===== config.mk =====
export PLATFORM = sky130hd
export DESIGN_NAME = adcsq_top
export DESIGN_NICKNAME = d
export VERILOG_FILES = /design/src/include/adcsq_pkg.sv /design/src/include/adcsq_buf_if.sv /design/src/logic/adcsq_buf.sv /design/src/logic/adcsq_scan.sv /design/src/logic/adcsq_top.sv
export VERILOG_INCLUDE_DIRS = /design/src /design/src/include
export SDC_FILE = /design/constraint.sdc
export NUM_CORES = 1
export LEC_CHECK = 0
export ABC_AREA = 1
export BUFFER_PORTS_ARGS = -buffer_cell sky130_fd_sc_hd__buf_2
export CAP_MARGIN = 0
export CORE_MARGIN = 10
export CORE_UTILIZATION = 50
export CTS_CLUSTER_DIAMETER = 60
export DETAILED_ROUTE_END_ITERATION = 6
export HOLD_SLACK_MARGIN = 0.05
export PLACE_DENSITY = 0.68
export SETUP_SLACK_MARGIN = 0.3
export SLEW_MARGIN = 20
export SYNTH_ARGS = -nofsm -noshare
export SYNTH_HDL_FRONTEND = slang
export SYNTH_SLANG_ARGS = --single-unit

===== constraint.sdc =====
create_clock -name i_ref_clk -period 3.48 [get_ports i_ref_clk]
set_input_delay 0.696 -clock i_ref_clk [delete_from_list [all_inputs] [get_ports i_ref_clk]]
set_output_delay 0.696 -clock i_ref_clk [all_outputs]
set_load 0.02 [all_outputs]

===== src/include/adcsq_params.svh =====
`ifndef ADCSQ_PARAMS_SVH
`define ADCSQ_PARAMS_SVH

// ----------------------------------------------------------------
// register offsets
// ----------------------------------------------------------------
`define ADCSQ_OFF_CTRL1 8'h00
`define ADCSQ_OFF_CTRL2 8'h04
`define ADCSQ_OFF_CTRL3 8'h08
`define ADCSQ_OFF_INSEL 8'h0C
`define ADCSQ_OFF_MASK 8'h10
`define ADCSQ_OFF_STAT 8'h14
`define ADCSQ_OFF_BUF 8'h40
`define ADCSQ_BUF_REGION 8'hC0
`define ADCSQ_BUF_WORD 5:2

// ----------------------------------------------------------------
// field positions
// ----------------------------------------------------------------
`define ADCSQ_C1_TRIG 7:5
`define ADCSQ_C1_EDGE 3
`define ADCSQ_C1_AUTO_SAMPLE_ENABLE 2
`define ADCSQ_C1_SAMPLE_CONTROL_BIT 1
`define ADCSQ_C2_REF 15:13
`define ADCSQ_C2_SCAN 10
`define ADCSQ_C2_HALF 7
`define ADCSQ_C2_SAMPLES_PER_INTERRUPT 5:2
`define ADCSQ_C2_DUAL 1
`define ADCSQ_C2_ALTERNATE_MUX_ENABLE 0
`define ADCSQ_C3_AUTO_SAMPLE_TIME 12:8
`define ADCSQ_C3_ADCS 7:0
`define ADCSQ_IS_BNEG 31
`define ADCSQ_IS_BPOS 27:24
`define ADCSQ_IS_ANEG 23
`define ADCSQ_IS_APOS 19:16
`define ADCSQ_MASK_BITS 15:0
`define ADCSQ_ST_FLAG 0
`define ADCSQ_ST_BUSY 1

// ----------------------------------------------------------------
// timing and sequence constants
// ----------------------------------------------------------------
`define ADCSQ_CONV_TAD 4'hC
`define ADCSQ_MIN_SMP_TAD 5'h01
`define ADCSQ_SECOND_HALF 4'h8
`define ADCSQ_FIRST_LOC 4'h0
`define ADCSQ_TADS_PER_CONV 13'h0018

`endif


===== src/include/adcsq_pkg.sv =====
`default_nettype none
package adcsq_pkg;
  typedef enum logic [1:0] {
    ADCSQ_IDLE = 2'h0,
    ADCSQ_SAMPLE = 2'h1,
    ADCSQ_CONVERT = 2'h3
  } adcsq_state_t;

  typedef enum logic [2:0] {
    ADCSQ_TRG_MANUAL = 3'h0,
    ADCSQ_TRG_PIN = 3'h1,
    ADCSQ_TRG_TIMER = 3'h2,
    ADCSQ_TRG_EVENT3 = 3'h3,
    ADCSQ_TRG_AUTO = 3'h7
  } adcsq_trig_t;

  typedef struct packed {
    adcsq_state_t st;
    logic sample_control_bit;
    logic auto_sample_enable;
    logic [2:0] trig;
    logic edge_rise;
    logic [2:0] ref_cfg;
    logic scan_en;
    logic [3:0] samples_per_interrupt;
    logic dual;
    logic alternate_mux_enable;
    logic [4:0] auto_sample_time;
    logic [7:0] adcs;
    logic [3:0] a_pos;
    logic a_neg;
    logic [3:0] b_pos;
    logic b_neg;
    logic [15:0] mask;
    logic flag;
    logic half;
    logic [3:0] cnt;
    logic [3:0] wptr;
    logic alt_b;
    logic [3:0] scan_idx;
    logic [4:0] smp_tad;
    logic [3:0] conv_tad;
    logic [8:0] div;
    logic pin_q;
    logic [3:0] pos;
    logic neg;
    logic [31:0] rdata;
    logic [12:0] conv_cyc;
  } adcsq_top_st_t;

  typedef struct packed {
    logic [15:0][9:0] mem;
  } adcsq_buf_st_t;
endpackage : adcsq_pkg
`default_nettype wire


===== src/include/adcsq_buf_if.sv =====
`timescale 1ns/1ps
`default_nettype none
interface adcsq_buf_if;
  logic wr_en;
  logic [3:0] wr_addr;
  logic [9:0] wr_data;
  logic [3:0] rd_addr;
  logic [9:0] rd_data;
  modport ctrl (output wr_en, output wr_addr, output wr_data, output rd_addr, input rd_data);
  modport mem (input wr_en, input wr_addr, input wr_data, input rd_addr, output rd_data);
endinterface : adcsq_buf_if
`default_nettype wire


===== src/logic/adcsq_buf.sv =====
`timescale 1ns/1ps
`default_nettype none
// ----------------------------------------------------------------
// sixteen-word result store
// ----------------------------------------------------------------
module adcsq_buf (
  input wire logic i_ref_clk,
  input wire logic i_rst_b,
  adcsq_buf_if.mem bus
);
  import adcsq_pkg::*;

  adcsq_buf_st_t s_ff;
  adcsq_buf_st_t nxt_s;

  always_comb begin
    nxt_s = s_ff;
    if (bus.wr_en) begin
      nxt_s.mem[bus.wr_addr] = bus.wr_data;
    end
  end

  always_ff @(posedge i_ref_clk or negedge i_rst_b) begin
    if (!i_rst_b) begin
      s_ff <= '0;
    end else begin
      s_ff <= nxt_s;
    end
  end

  // read is combinational; the bus slave registers it
  assign bus.rd_data = s_ff.mem[bus.rd_addr];
endmodule : adcsq_buf
`default_nettype wire


===== src/logic/adcsq_scan.sv =====
`timescale 1ns/1ps
`default_nettype none
// ----------------------------------------------------------------
// scan list walker: lowest selected input and next one above
// ----------------------------------------------------------------
module adcsq_scan #(
  parameter int N_IN = 16
) (
  input wire logic [N_IN-1:0] i_mask,
  input wire logic [3:0] i_cur,
  output logic [3:0] o_first,
  output logic [3:0] o_next
);
  always_comb begin
    o_first = 4'h0;
    o_next = 4'h0;
    // reverse loop leaves the lowest match
    for (int i = N_IN - 1; i >= 0; i--) begin
      if (i_mask[i]) begin
        o_first = 4'(i);
      end
    end
    // wrap to the first input when nothing lies above
    o_next = o_first;
    for (int i = N_IN - 1; i >= 0; i--) begin
      if (i_mask[i] && (4'(i) > i_cur)) begin
        o_next = 4'(i);
      end
    end
  end
endmodule : adcsq_scan
`default_nettype wire


===== src/logic/adcsq_top.sv =====
// Notes on behaviour
// trigger 000: clearing sample bit starts conversion
// trigger 010: timer period match starts conversion
// trigger 001: programmed pin edge starts conversion
// trigger 111: sample time field spaces conversions
// event trigger with auto sampling ends sampling; trigger 011 has no source wired here and never ends sampling
// manual sampling waits for software sample bit
// auto sampling restarts after each conversion
// reference config field drives reference select
// scan takes positive input from mask
// scan low to high, restarts per group
// scan negative from mux A bit
// no scan: positive from mux A field
// scan with alternate interleaves mux B input
// samples per group is field plus one, only the low three field bits in dual mode
// after group, write restarts at first location, or at the second half after the first half in dual mode
// software reads results before next group ends
// group length never exceeds sixteen samples
// alternate bit toggles mux A and B
// dual mode fills halves alternately, status shows
// conversion 12 CONVERTER_CLOCK_PERIOD after at least one
// group done sets flag until software clears
// write pointer steps, reloads at group start
`timescale 1ns/1ps
`default_nettype none
`include "adcsq_params.svh"
module adcsq_top (
  input wire logic i_ref_clk,
  input wire logic i_rst_b,
  input wire logic [7:0] i_addr,
  input wire logic [31:0] i_wdata,
  input wire logic i_wr,
  input wire logic i_rd,
  output logic [31:0] o_rdata,
  input wire logic i_timer_match,
  input wire logic i_ext_pin,
  input wire logic [9:0] i_conv_result,
  output logic o_sampling,
  output logic o_converting,
  output logic [3:0] o_pos_sel,
  output logic o_neg_sel,
  output logic [2:0] o_ref_cfg,
  output logic o_group_flag,
  output logic o_buf_half
);
  import adcsq_pkg::*;

  adcsq_top_st_t s_ff;
  adcsq_top_st_t nxt_s;
  adcsq_buf_if bus ();

  logic tad_en;
  logic pin_edge;
  logic trig_evt;
  logic end_req;
  logic conv_done;
  logic group_end;
  logic use_b;
  logic [3:0] limit;
  logic [3:0] scan_ch;
  logic [3:0] scan_first;
  logic [3:0] scan_next;
  logic [4:0] auto_sample_time_eff;
  logic [12:0] conv_len;

  // ----------------------------------------------------------------
  // helpers
  // ----------------------------------------------------------------
  adcsq_buf u_buf (
    .i_ref_clk(i_ref_clk),
    .i_rst_b(i_rst_b),
    .bus(bus)
  );

  adcsq_scan #(.N_IN(16)) u_scan (
    .i_mask(s_ff.mask),
    .i_cur(scan_ch),
    .o_first(scan_first),
    .o_next(scan_next)
  );

  always_comb begin
    tad_en = (s_ff.div == {s_ff.adcs, 1'b1});
    pin_edge = s_ff.edge_rise ? (i_ext_pin & ~s_ff.pin_q) : (~i_ext_pin & s_ff.pin_q);
    // event code 011 has no source wired here, so it never fires
    trig_evt = ((s_ff.trig == ADCSQ_TRG_PIN) && pin_edge)
      || ((s_ff.trig == ADCSQ_TRG_TIMER) && i_timer_match);
    auto_sample_time_eff = (s_ff.auto_sample_time < `ADCSQ_MIN_SMP_TAD) ? `ADCSQ_MIN_SMP_TAD : s_ff.auto_sample_time;
    if (s_ff.trig == ADCSQ_TRG_MANUAL) begin
      end_req = !s_ff.sample_control_bit;
    end else if (s_ff.trig == ADCSQ_TRG_AUTO) begin
      end_req = (s_ff.smp_tad >= auto_sample_time_eff);
    end else begin
      end_req = trig_evt;
    end
    // dual halves hold eight words; a 4-bit field caps a group at sixteen
    limit = s_ff.dual ? {1'b0, s_ff.samples_per_interrupt[2:0]} : s_ff.samples_per_interrupt;
    group_end = (s_ff.cnt == limit);
    conv_done = (s_ff.st == ADCSQ_CONVERT) && tad_en && (s_ff.conv_tad == `ADCSQ_CONV_TAD - 4'h1);
    use_b = s_ff.alternate_mux_enable && s_ff.alt_b;
    scan_ch = (s_ff.cnt == 4'h0) ? scan_first : s_ff.scan_idx;
    conv_len = ({5'h00, s_ff.adcs} + 13'h0001) * `ADCSQ_TADS_PER_CONV;
  end

  // ----------------------------------------------------------------
  // next state
  // ----------------------------------------------------------------
  always_comb begin
    nxt_s = s_ff;
    nxt_s.rdata = 32'h0000_0000;
    nxt_s.pin_q = i_ext_pin;
    nxt_s.div = tad_en ? 9'h000 : s_ff.div + 9'h001;
    bus.wr_en = conv_done;
    bus.wr_addr = s_ff.wptr;
    bus.wr_data = i_conv_result;
    bus.rd_addr = i_addr[`ADCSQ_BUF_WORD];

    if (i_wr) begin
      if (i_addr == `ADCSQ_OFF_CTRL1) begin
        nxt_s.trig = i_wdata[`ADCSQ_C1_TRIG];
        nxt_s.edge_rise = i_wdata[`ADCSQ_C1_EDGE];
        nxt_s.auto_sample_enable = i_wdata[`ADCSQ_C1_AUTO_SAMPLE_ENABLE];
        nxt_s.sample_control_bit = i_wdata[`ADCSQ_C1_SAMPLE_CONTROL_BIT];
      end else if (i_addr == `ADCSQ_OFF_CTRL2) begin
        nxt_s.ref_cfg = i_wdata[`ADCSQ_C2_REF];
        nxt_s.scan_en = i_wdata[`ADCSQ_C2_SCAN];
        nxt_s.samples_per_interrupt = i_wdata[`ADCSQ_C2_SAMPLES_PER_INTERRUPT];
        nxt_s.dual = i_wdata[`ADCSQ_C2_DUAL];
        nxt_s.alternate_mux_enable = i_wdata[`ADCSQ_C2_ALTERNATE_MUX_ENABLE];
      end else if (i_addr == `ADCSQ_OFF_CTRL3) begin
        nxt_s.auto_sample_time = i_wdata[`ADCSQ_C3_AUTO_SAMPLE_TIME];
        nxt_s.adcs = i_wdata[`ADCSQ_C3_ADCS];
      end else if (i_addr == `ADCSQ_OFF_INSEL) begin
        nxt_s.b_neg = i_wdata[`ADCSQ_IS_BNEG];
        nxt_s.b_pos = i_wdata[`ADCSQ_IS_BPOS];
        nxt_s.a_neg = i_wdata[`ADCSQ_IS_ANEG];
        nxt_s.a_pos = i_wdata[`ADCSQ_IS_APOS];
      end else if (i_addr == `ADCSQ_OFF_MASK) begin
        nxt_s.mask = i_wdata[`ADCSQ_MASK_BITS];
      end else if (i_addr == `ADCSQ_OFF_STAT) begin
        if (i_wdata[`ADCSQ_ST_FLAG]) begin
          nxt_s.flag = 1'b0;
        end
      end
    end

    if (i_rd) begin
      if (i_addr == `ADCSQ_OFF_CTRL1) begin
        nxt_s.rdata[`ADCSQ_C1_TRIG] = s_ff.trig;
        nxt_s.rdata[`ADCSQ_C1_EDGE] = s_ff.edge_rise;
        nxt_s.rdata[`ADCSQ_C1_AUTO_SAMPLE_ENABLE] = s_ff.auto_sample_enable;
        nxt_s.rdata[`ADCSQ_C1_SAMPLE_CONTROL_BIT] = s_ff.sample_control_bit;
      end else if (i_addr == `ADCSQ_OFF_CTRL2) begin
        nxt_s.rdata[`ADCSQ_C2_REF] = s_ff.ref_cfg;
        nxt_s.rdata[`ADCSQ_C2_SCAN] = s_ff.scan_en;
        nxt_s.rdata[`ADCSQ_C2_HALF] = s_ff.half;
        nxt_s.rdata[`ADCSQ_C2_SAMPLES_PER_INTERRUPT] = s_ff.samples_per_interrupt;
        nxt_s.rdata[`ADCSQ_C2_DUAL] = s_ff.dual;
        nxt_s.rdata[`ADCSQ_C2_ALTERNATE_MUX_ENABLE] = s_ff.alternate_mux_enable;
      end else if (i_addr == `ADCSQ_OFF_CTRL3) begin
        nxt_s.rdata[`ADCSQ_C3_AUTO_SAMPLE_TIME] = s_ff.auto_sample_time;
        nxt_s.rdata[`ADCSQ_C3_ADCS] = s_ff.adcs;
      end else if (i_addr == `ADCSQ_OFF_INSEL) begin
        nxt_s.rdata[`ADCSQ_IS_BNEG] = s_ff.b_neg;
        nxt_s.rdata[`ADCSQ_IS_BPOS] = s_ff.b_pos;
        nxt_s.rdata[`ADCSQ_IS_ANEG] = s_ff.a_neg;
        nxt_s.rdata[`ADCSQ_IS_APOS] = s_ff.a_pos;
      end else if (i_addr == `ADCSQ_OFF_MASK) begin
        nxt_s.rdata[`ADCSQ_MASK_BITS] = s_ff.mask;
      end else if (i_addr == `ADCSQ_OFF_STAT) begin
        nxt_s.rdata[`ADCSQ_ST_FLAG] = s_ff.flag;
        nxt_s.rdata[`ADCSQ_ST_BUSY] = (s_ff.st != ADCSQ_IDLE);
      end else if ((i_addr & `ADCSQ_BUF_REGION) == `ADCSQ_OFF_BUF) begin
        nxt_s.rdata[9:0] = bus.rd_data;
      end
    end

    // input select holds still while a conversion runs
    if (s_ff.st != ADCSQ_CONVERT) begin
      if (use_b) begin
        nxt_s.pos = s_ff.b_pos;
        nxt_s.neg = s_ff.b_neg;
      end else begin
        nxt_s.pos = s_ff.scan_en ? scan_ch : s_ff.a_pos;
        nxt_s.neg = s_ff.a_neg;
      end
    end

    // ----------------------------------------------------------------
    // sample and convert sequencer
    // ----------------------------------------------------------------
    nxt_s.conv_cyc = (s_ff.st == ADCSQ_CONVERT) ? s_ff.conv_cyc + 13'h0001 : 13'h0000;
    case (s_ff.st)
      ADCSQ_IDLE: begin
        nxt_s.smp_tad = 5'h00;
        if (s_ff.sample_control_bit) begin
          nxt_s.st = ADCSQ_SAMPLE;
        end
      end
      ADCSQ_SAMPLE: begin
        if (tad_en && (s_ff.smp_tad != 5'h1F)) begin
          nxt_s.smp_tad = s_ff.smp_tad + 5'h01;
        end
        // a pin or timer trigger that lands before one CONVERTER_CLOCK_PERIOD of sampling is dropped
        if (end_req && (s_ff.smp_tad >= `ADCSQ_MIN_SMP_TAD)) begin
          nxt_s.st = ADCSQ_CONVERT;
          nxt_s.sample_control_bit = 1'b0;
          nxt_s.conv_tad = 4'h0;
          nxt_s.div = 9'h000;
        end else if (!s_ff.sample_control_bit && (s_ff.trig != ADCSQ_TRG_MANUAL)) begin
          nxt_s.st = ADCSQ_IDLE;
        end
      end
      ADCSQ_CONVERT: begin
        if (tad_en) begin
          nxt_s.conv_tad = s_ff.conv_tad + 4'h1;
        end
        if (conv_done) begin
          nxt_s.smp_tad = 5'h00;
          nxt_s.sample_control_bit = s_ff.auto_sample_enable;
          nxt_s.st = s_ff.auto_sample_enable ? ADCSQ_SAMPLE : ADCSQ_IDLE;
          if (group_end) begin
            nxt_s.flag = 1'b1;
            nxt_s.cnt = 4'h0;
            nxt_s.alt_b = 1'b0;
            nxt_s.half = s_ff.dual & ~s_ff.half;
            nxt_s.wptr = (s_ff.dual && !s_ff.half) ? `ADCSQ_SECOND_HALF : `ADCSQ_FIRST_LOC;
          end else begin
            nxt_s.cnt = s_ff.cnt + 4'h1;
            nxt_s.wptr = s_ff.wptr + 4'h1;
            nxt_s.alt_b = s_ff.alternate_mux_enable & ~s_ff.alt_b;
            if (!use_b) begin
              nxt_s.scan_idx = scan_next;
            end
          end
        end
      end
      default: begin
        nxt_s.st = ADCSQ_IDLE;
      end
    endcase
  end

  always_ff @(posedge i_ref_clk or negedge i_rst_b) begin
    if (!i_rst_b) begin
      s_ff <= '0;
    end else begin
      s_ff <= nxt_s;
    end
  end

  assign o_rdata = s_ff.rdata;
  assign o_sampling = (s_ff.st == ADCSQ_SAMPLE);
  assign o_converting = (s_ff.st == ADCSQ_CONVERT);
  assign o_pos_sel = s_ff.pos;
  assign o_neg_sel = s_ff.neg;
  assign o_ref_cfg = s_ff.ref_cfg;
  assign o_group_flag = s_ff.flag;
  assign o_buf_half = s_ff.half;
endmodule : adcsq_top
`default_nettype wire


==> Word level (Yosys, flattened, before mapping) <==
Cells that the tools add are included.
{ "classes": {"addsub": 5, "multipliers": 0, "n_div": 0, "magnitude_cmp": 22, "n_eq_ne": 22, "shifts": 0, "n_mux": 120, "n_bitwise": 14, "n_reduce_logical": 48} }
{ "ops": {"columns": ["cell", "n"], "rows": [
  ["$mux 4", 41],
  ["$bwmux 160", 1],
  ["$mux 10", 13],
  ["$mux 56", 1],
  ["$mux 50", 1],
  ["$bmux 10 s4", 1],
  ["$demux 10 s4", 1],
  ["$mux 20", 2],
  ["$mux 40", 1],
  ["$mux 5", 8],
  ["$mux 13", 3],
  ["$gt 4x4->1 const A", 8],
  ["$mux 16", 2],
  ["$mux 27", 1],
  ["$mux 9", 3],
  ["$logic_and 1x1->1", 26],
  ["$mux 1", 18],
  ["$mux 6", 3],
  ["$mux 17", 1],
  ["$eq 8x4->1 const B", 2],
  ["$eq 8x5->1 const B", 2],
  ["$gt 3x4->1 const A", 4],
  ["$mux 15", 1],
  ["$pmux 5 s3", 1],
  ["46 further kinds", 86]
]} }
{ "totals": {"register_bits": 282, "latch_bits": 0, "ramBits": 0, "romBits": 0, "in_bits": 56, "output_inout_bits": 44, "elab_cells": 277, "memories": 0} }

==> Longest topological paths before layout <==
Gate-level depths: netlist of the first run.
{ "logic_depth": {"depth_word": 39, "ltp_mapped": 28, "mapped_depth_nobuf": 28} }

==> Cells and area by module <==
From an unflattened synthesis of the first run, not the netlist that was laid out.
{ "hier_totals": {"hier_cells": 1924, "hier_area_um2": 14652.8} }
{ "modules_own_cells": {"columns": ["module", "n_inst", "cells_each", "area_each_um2", "seq_area_each_um2"], "rows": [
  ["adcsq_buf", 1, 1047, 7798.7, 4003.8],
  ["adcsq_top", 1, 757, 6278.5, 3052.9],
  ["adcsq_scan", 1, 120, 575.6, 0.0]
]} }

==> Worst setup path after synthesis of the first run <==
Ideal clock, no wire load.
{ "synth_timing": {"kind": "flip-flop to flip-flop", "start": "reg s_ff[119] (netlist bit)", "end": "reg s_ff[58] (netlist bit)", "setup_time_ns": 0.120, "t_arrival_ns": 2.217, "t_required_ns": 3.360, "setup_slack_ns": 1.143, "path_stages_with_launch": 17, "path_buffers": 1, "synth_period_minus_slack_ns": 2.337, "path_cell_list": "dfrtp_1 inv_1 a41o_1 ha_1 inv_1 a21boi_0 o21a_1 o21ai_0 nand2_1 a21oi_1 nor3_1 o21ai_0 nor3_1 inv_1 clkbuf_1 o211ai_1 inv_1"} }
{ "synth_rtl": {"columns": ["element", "line_no", "rtl"], "rows": [
  ["from (decl)", "adcsq_top.sv:48", "adcsq_top_st_t s_ff;"],
  ["from (signal assigned)", "adcsq_top.sv:248", "s_ff <= nxt_s;"]
]} }

==> Final worst setup path of the first run <==
{ "layout_timing": {"start": "reg s_ff[111] (netlist bit)", "end": "reg u_buf.s_ff[35] (netlist bit)"} }
{ "layout_via": {"elab_chain_cells": 3} }
{ "layout_lines": {"columns": ["element", "line_no", "rtl"], "rows": [
  ["$eq 9x9->1", "adcsq_top.sv:83", "tad_en = (s_ff.div == {s_ff.adcs, 1'b1});"],
  ["$logic_and 1x1->1 (2 in series)", "adcsq_top.sv:99", "conv_done = (s_ff.st == ADCSQ_CONVERT) && tad_en && (s_ff.conv_tad == `ADCSQ_CONV_TAD - 4'h1);"],
  ["to (signal assigned)", "adcsq_buf.sv:27", "s_ff <= nxt_s;"],
  ["to (decl)", "adcsq_buf.sv:13", "adcsq_buf_st_t s_ff;"]
]} }
No other way between the ends.
A chain may end at the register's enable or synchronous reset.

==> flow_metrics.py, run 1 <==
metrics = {
    "run_status": {
        "status": "completed",
    },
    "floorplan": {
        "die_w_microns": 185.7,
        "rows": 60,
        "fp.dieH_microns": 185.7,
        "core_sq_um": 26950,
        "start_util_pct": 50.94,
        "die_area_sq_um": 34480,
        "ioPinCount": 100,
    },
    "power_and_ir_drop": {
        "ir_drop_mv": 0.3664,
        "switching_share_pct": 29.05,
        "power.leakage_nw": 7.521,
        "clock_power_share_pct": 40.0,
        "total_power_mw": 8.145,
        "p_switching_mw": 2.366,
        "power_density_nw_per_um2": 537.9,
        "p_seq_share_pct": 43.8,
        "pwr-share-comb_pct": 16.2,
        "p_int_mw": 5.780,
    },
    "worst_setup_path": {
        "critical_path_class": "register to register",
        "cp-end-kind": "register",
        "worstSetupStartpointType": "register",
        "crit_required_ps": 3900,
        "crit_arrival_ps": 3380,
        "crit_fanout": 20,
    },
    "place": {
        "port_buffers": 87,
        "globalplace.congestion": 0.9247,
        "placedCellCount": 1920,
        "dpl_cell_area_sq_um": 14110,
        "dp_hpwl_microns": 24790,
    },
    "synthesis": {
        "yosysWarnings": 0,
        "yosysMostFrequentCell": "nand2_1",
        "ys_seq_area_share_pct": 51.40,
        "synth_commonest_cells": "nand2_1 (398), dfrtp_1 (282), o21ai_1 (144), inv_1 (127), o21ai_0 (89)",
        "ys.flop_type": "dfrtp_1",
        "async_reset_ff_share_pct": 100.0,
        "yosys-top-cells-area": "dfrtp_1 (51%), nand2_1 (11%), o21ai_1 (5.2%)",
        "synth-edff-count": 0,
        "syn_area_per_cell_sq_um": 8.694,
        "synth_seq_cells": 282,
        "synth_largest_area_cell": "dfrtp_1",
        "synth_top_area_share_pct": 51.40,
        "synth_area_sq_um": 13730,
        "ys_types": 51,
        "synth_cells": 1579,
    },
    "detailed_routing": {
        "remaining_drc_errors": 0,
        "wire_per_inst_microns": 17.64,
        "dr.pass1.iters": 5,
        "drt_iter0_drc": 1219,
        "routed_wl_microns": 34890,
        "detail-route-antenna-nets": 0,
        "vias": 10970,
        "viasPerCell": 5.548,
    },
    "sta": {
        "finalCriticalPeriod_ps": 2964,
        "max_freq_mhz": 337.3,
        "fin_crit_sh_pct": 85.18,
        "finalHoldViolCount": 0,
        "drv_slew": 0,
        "skew_ps": 8.232,
        "setup_viol": 0,
        "rsz0062_at_grt": "false",
        "worst_pin_slew_ps": 777.1,
        "slew_headroom_pct": 48.07,
        "tns_ps": 0,
    },
    "global_route": {
        "grt_remaining_overflow": 0,
        "antenna_found_initial": 3,
        "grt_usage_pct": 20.26,
        "grt_max_degree": 98,
        "grt_pass1_wl_microns": 56670,
        "grt_pass1_vias": 10540,
    },
    "cts": {
        "clock-sinks": 282,
        "cts_resized": 0,
        "cts_tree": "yes",
        "cts_buffers": 31,
        "clk_latency_ps": 550,
        "path_clk_slew_ps": 60,
        "cts_hold_buf": 0,
        "cts_setup_buffers": 0,
        "clk_path_buf_depth": 3,
        "cts_root_buffer": "clkbuf_16",
        "cts-htree-levels": 1,
    },
    "layout": {
        "area.growth.synth_to_final_pct": 10.31,
        "fin_cells": 1978,
        "drive_gt1_share_pct": 13.03,
        "regArea_sq_um": 7057,
        "design_area_sq_um": 15140,
        "multi_input_area_sq_um": 5398,
        "nets": 1684,
        "n_fill_cell": 2400,
    },
    "worst_hold_path": {
        "hold_class": "input pin to async pin",
    },
    "run": {
        "max-cap-violations": 0,
    },
}
## metrics by stage
step           setup WS (ps)  hold slack (ps)  util [%]
2_1_floorplan           1143            400.4         -
3_3_place_gp           488.3            466.0     52.34
3_5_place_dp           418.0            473.2     52.34
4_1_cts                489.7            190.2     56.15
5_1_grt                314.3            212.7     56.18
6_report               515.6            152.8     56.19
## critical path: stages (launching register included)
cell      delay, ps
dfrtp_1         370
inv_1           150
o22ai_1         110
a211oi_2        150
nand3_1         110
a211oi_2        190
nand2_2         200
nor2_8          170
nand4_4         130
inv_2           470
nand4_4         470
nand2_1         200
o21ai_2          60
## area by class of cell
cell class | count | share of cell area (%)
multi-input combinational | 1041 | 35.64
clock inverter | 11 | 0.8510
clock buffer | 45 | 5.932
antenna | 2 | 0.03305
inverter | 139 | 3.445
tap | 341 | 2.817
sequential | 282 | 46.60
timing repair buffer | 117 | 4.677
## cell usage in the layout, fill, tap and decap left out, types with 7 or more instances in the layout
| cell type | count |
|---|---|
| xor2_1 | 8 |
| nand4_4 | 12 |
| nor3_1 | 14 |
| o211ai_1 | 15 |
| nand4_1 | 15 |
| clkbuf_16 | 31 |
| o21ai_2 | 10 |
| a22oi_1 | 67 |
| dfrtp_1 | 282 |
| o22ai_1 | 8 |
| buf_2 | 86 |
| clkbuf_1 | 7 |
| ha_1 | 16 |
| o21ai_1 | 145 |
| o21ai_0 | 88 |
| inv_1 | 127 |
| buf_4 | 27 |
| a21oi_1 | 48 |
| clkbuf_8 | 7 |
| nand2_1 | 398 |
| nor2_1 | 78 |
| nand3_1 | 66 |
## cells by family after synthesis
logic type                 share of synthesized area (%)
AOI/OAI and AO/OA                                  16.85
xor gates and xnor gates                          0.7018
adders and majority gates                          1.458
buffers and inverters                              9.561
DFF                                                51.40
other                                            0.02732
and+or+nand+nor                                    20.00
## routing by layer
layer  vias to the layer above  routed length, microns  global-route usage, %
li1                       5290                       -                      -
met1                      5232                   16170                  29.70
met2                       397                   15240                  30.44
met3                        53                    2663                  3.256
met4                         2                     804                  5.418
met5                         -                      14                      0
## power by group through the flow
stage / combinational, mW / sequential [mW] / clock [mW]
after detailed placement: 1.29 / 3.62 / 0
final: 1.32 / 3.57 / 3.26
after global routing: 1.48 / 3.58 / 3.44
after CTS: 1.30 / 3.56 / 3.30
after floorplan: 0.898 / 3.57 / 0
after global placement: 1.26 / 3.61 / 0
## final timing paths
kind / start / end / slack [ps] / cells past startpoint
max in group asynchronous: i_rst_b / o_rdata[0] / 2410 / 2
min in group i_ref_clk: i_ext_pin / s_ff[50] / 320 / 1
max reg2reg: s_ff[111] / u_buf.s_ff[35] / 520 / 12
min: i_rst_b / u_buf.s_ff[125] / 150 / 1
min reg2reg: u_buf.s_ff[35] / u_buf.s_ff[35] / 490 / 2
max: s_ff[111] / u_buf.s_ff[35] / 520 / 12
## state kept, by name, indices dropped and copies added (netlist names)
name and count:
o_buf_half 1, s_ff 82, o_pos_sel 4, o_group_flag 1, o_rdata 26, u_buf.s_ff 160
bus.wr_addr 4, o_neg_sel 1, o_ref_cfg 3
Power figures use the tool's default switching activity.
==> run 2, diff against run 1 <==
--- a/config.mk
+++ b/config.mk
@@ -15,6 +15,7 @@
 export DETAILED_ROUTE_END_ITERATION = 6
 export HOLD_SLACK_MARGIN = 0.05
 export PLACE_DENSITY = 0.68
+export RECOVER_POWER = 25
 export SETUP_SLACK_MARGIN = 0.3
 export SLEW_MARGIN = 20
 export SYNTH_ARGS = -nofsm -noshare
==> run 2 against run 1 <==
Against the previous run: the flow now finishes with violations (max-capacitance violations, max-slew violations); global-route usage stayed put; non-clock buffer count unchanged; first-iteration DRC count fell by 7.6%; combinational power about the same; flip-flop and latch count unchanged; routed wire length up 0.14%; critical path depth unchanged; final area about the same; critical path type unchanged; highest routed layer unchanged.
==> flow_metrics.py, run 2 (synthesis gave the netlist of run 1 again) <==
metrics = {
    "run_status": {
        "status": "complete, but fails checks",
        "violations": "max-capacitance violations, max-slew violations",
    },
    "cts": {
        "cts_tree": "yes",
        "cts_root_buffer": "clkbuf_16",
        "clock-sinks": 282,
        "path_clk_slew_ps": 60,
        "cts_buffers": 31,
        "cts_hold_buf": 0,
        "cts-htree-levels": 1,
        "clk_path_buf_depth": 3,
        "clk_latency_ps": 550,
    },
    "power_and_ir_drop": {
        "power_density_nw_per_um2": 538.1,
        "total_power_mw": 8.141,
        "p_seq_share_pct": 43.8,
        "clock_power_share_pct": 40.0,
        "p_switching_mw": 2.363,
        "power.leakage_nw": 7.514,
        "p_int_mw": 5.778,
        "ir_drop_mv": 0.3672,
        "pwr-share-comb_pct": 16.2,
        "switching_share_pct": 29.02,
    },
    "detailed_routing": {
        "viasPerCell": 5.554,
        "routed_wl_microns": 34940,
        "remaining_drc_errors": 0,
        "drt_iter0_drc": 1126,
        "detail-route-antenna-nets": 0,
        "wire_per_inst_microns": 17.66,
        "vias": 10990,
        "dr.pass1.iters": 5,
    },
    "worst_setup_path": {
        "critPathSlowestCell": "inv_2",
        "worstSetupStartpointType": "register",
        "cpPeakStageDelay_ps": 470,
        "crit_required_ps": 3900,
        "crit_fanout": 20,
        "critical_path_class": "register to register",
        "crit_arrival_ps": 3360,
        "cp-end-kind": "register",
        "path_cells": "inv_1 -> o22ai_1 -> a211oi_2 -> nand3_1 -> a211oi_2 -> nand2_2 -> nor2_8 -> nand4_4 -> inv_2 -> nand4_4 -> nand2_1 -> o21ai_2",
        "r2r_slack_ps": 540,
    },
    "global_route": {
        "grt_pass1_wl_microns": 56670,
        "grt_max_degree": 98,
        "antenna_found_initial": 3,
        "grt_remaining_overflow": 0,
        "grt_pass1_vias": 10540,
        "grt_usage_pct": 20.26,
    },
    "sta": {
        "finalHoldViolCount": 0,
        "fin_crit_sh_pct": 84.47,
        "max_freq_mhz": 340.2,
        "rsz0062_at_grt": "false",
        "drv_slew": 97,
        "slew_headroom_pct": -64.69,
        "worst_pin_slew_ps": 2470,
        "skew_ps": 9.102,
        "tns_ps": 0,
        "setup_viol": 0,
        "finalCriticalPeriod_ps": 2940,
    },
    "floorplan": {
        "die_w_microns": 185.7,
        "start_util_pct": 50.94,
        "core_sq_um": 26950,
        "ioPinCount": 100,
        "die_area_sq_um": 34480,
        "fp.dieH_microns": 185.7,
        "rows": 60,
    },
    "place": {
        "globalplace.congestion": 0.9247,
        "placedCellCount": 1920,
        "port_buffers": 87,
        "dp_hpwl_microns": 24790,
    },
    "layout": {
        "n_fill_cell": 2400,
        "drive_gt1_share_pct": 12.97,
        "largest_reg_flops": 160,
        "final_common_cell": "nand2_1",
        "multi_input_area_sq_um": 5398,
        "regMostFlops": "u_buf.s_ff",
        "fin_cells": 1978,
        "area.growth.synth_to_final_pct": 10.21,
        "regArea_sq_um": 7057,
        "layout_common_cells": "nand2_1 (398), dfrtp_1 (282), o21ai_1 (145)",
        "nets": 1684,
    },
    "run": {
        "max-cap-violations": 1,
    },
    "worst_hold_path": {
        "hold_class": "input pin to register",
    },
}
[run 2: cell count changes in the layout (fill, tap and decap cells not counted)]
| cell | before | now |
|---|---|---|
| buf_8 | 1 | 0 |
| clkbuf_1 | 7 | 8 |
| clkbuf_2 | 0 | 2 |
| buf_4 | 27 | 26 |
| buf_2 | 86 | 85 |
[run 2: per-stage QoR]
| stage | setup slack, ps | util [%] | cell area (sq um) | hold WS (ps) |
|---|---|---|---|---|
| final | 540.3 | 56.14 | 15130 | 340.7 |
| after global routing | 314.3 | 56.13 | 15130 | 334.7 |
| after CTS | 489.7 | 56.15 | 15130 | 190.2 |
| after detailed placement | 418.0 | 52.34 | 14110 | 473.2 |
| after global placement | 488.3 | 52.34 | 14110 | 466.0 |
| after floorplan | 1143 | - | 13750 | 400.4 |
[run 2: power by group through the flow]
stage          Sequential (mW)  Combinational (mW)  Clock (mW)
6_report                  3.57                1.32        3.25
5_1_grt                   3.59                1.47        3.44
4_1_cts                   3.56                1.30        3.30
3_5_place_dp              3.62                1.29           0
3_3_place_gp              3.61                1.26           0
2_1_floorplan             3.57               0.898           0
[run 2: path summary, 6_finish.rpt]
kind                           startpoint              end  depth (start not counted)
setup / recovery                s_ff[111]   u_buf.s_ff[35]                         12
hold / removal                  i_ext_pin         s_ff[50]                          1
setup reg to reg                s_ff[111]   u_buf.s_ff[35]                         12
hold reg to reg            u_buf.s_ff[35]   u_buf.s_ff[35]                          2
max in group asynchronous         i_rst_b    u_buf.s_ff[5]                          2
min in group asynchronous         i_rst_b  u_buf.s_ff[125]                          1
[run 2: repair_timing]
action,in CTS,in global routing
setup endpoints to repair,0,4
buffers inserted,0,0
gates resized for setup,0,2
endpoints found under the hold margin,0,0
[run 2: layer usage]
metal  vias up  track usage [%]  wire (microns)
met5         -                0              14
met4         2            5.418             833
met3        55            3.256            2677
met2       360            30.44           15290
met1      5275            29.70           16130
li1       5293                -               -
[run 2: cell type report]
class                   instances  share of cell area, %
flip-flops and latches        282                  46.64
multi-input cells            1041                  35.68
clock buffers                  45                  5.938
repair buffers                117                  4.590
inverters                     139                  3.449
well taps                     341                  2.820
clock inverters                11                 0.8518
diodes                          2                0.03308
[run 2: critical path: cells and delay by family (launching register included)]
family / cells / cell delay (ps)
simple gates: 6 / 1290
compound gates: 4 / 500
buf+inv: 2 / 610
flops: 1 / 370
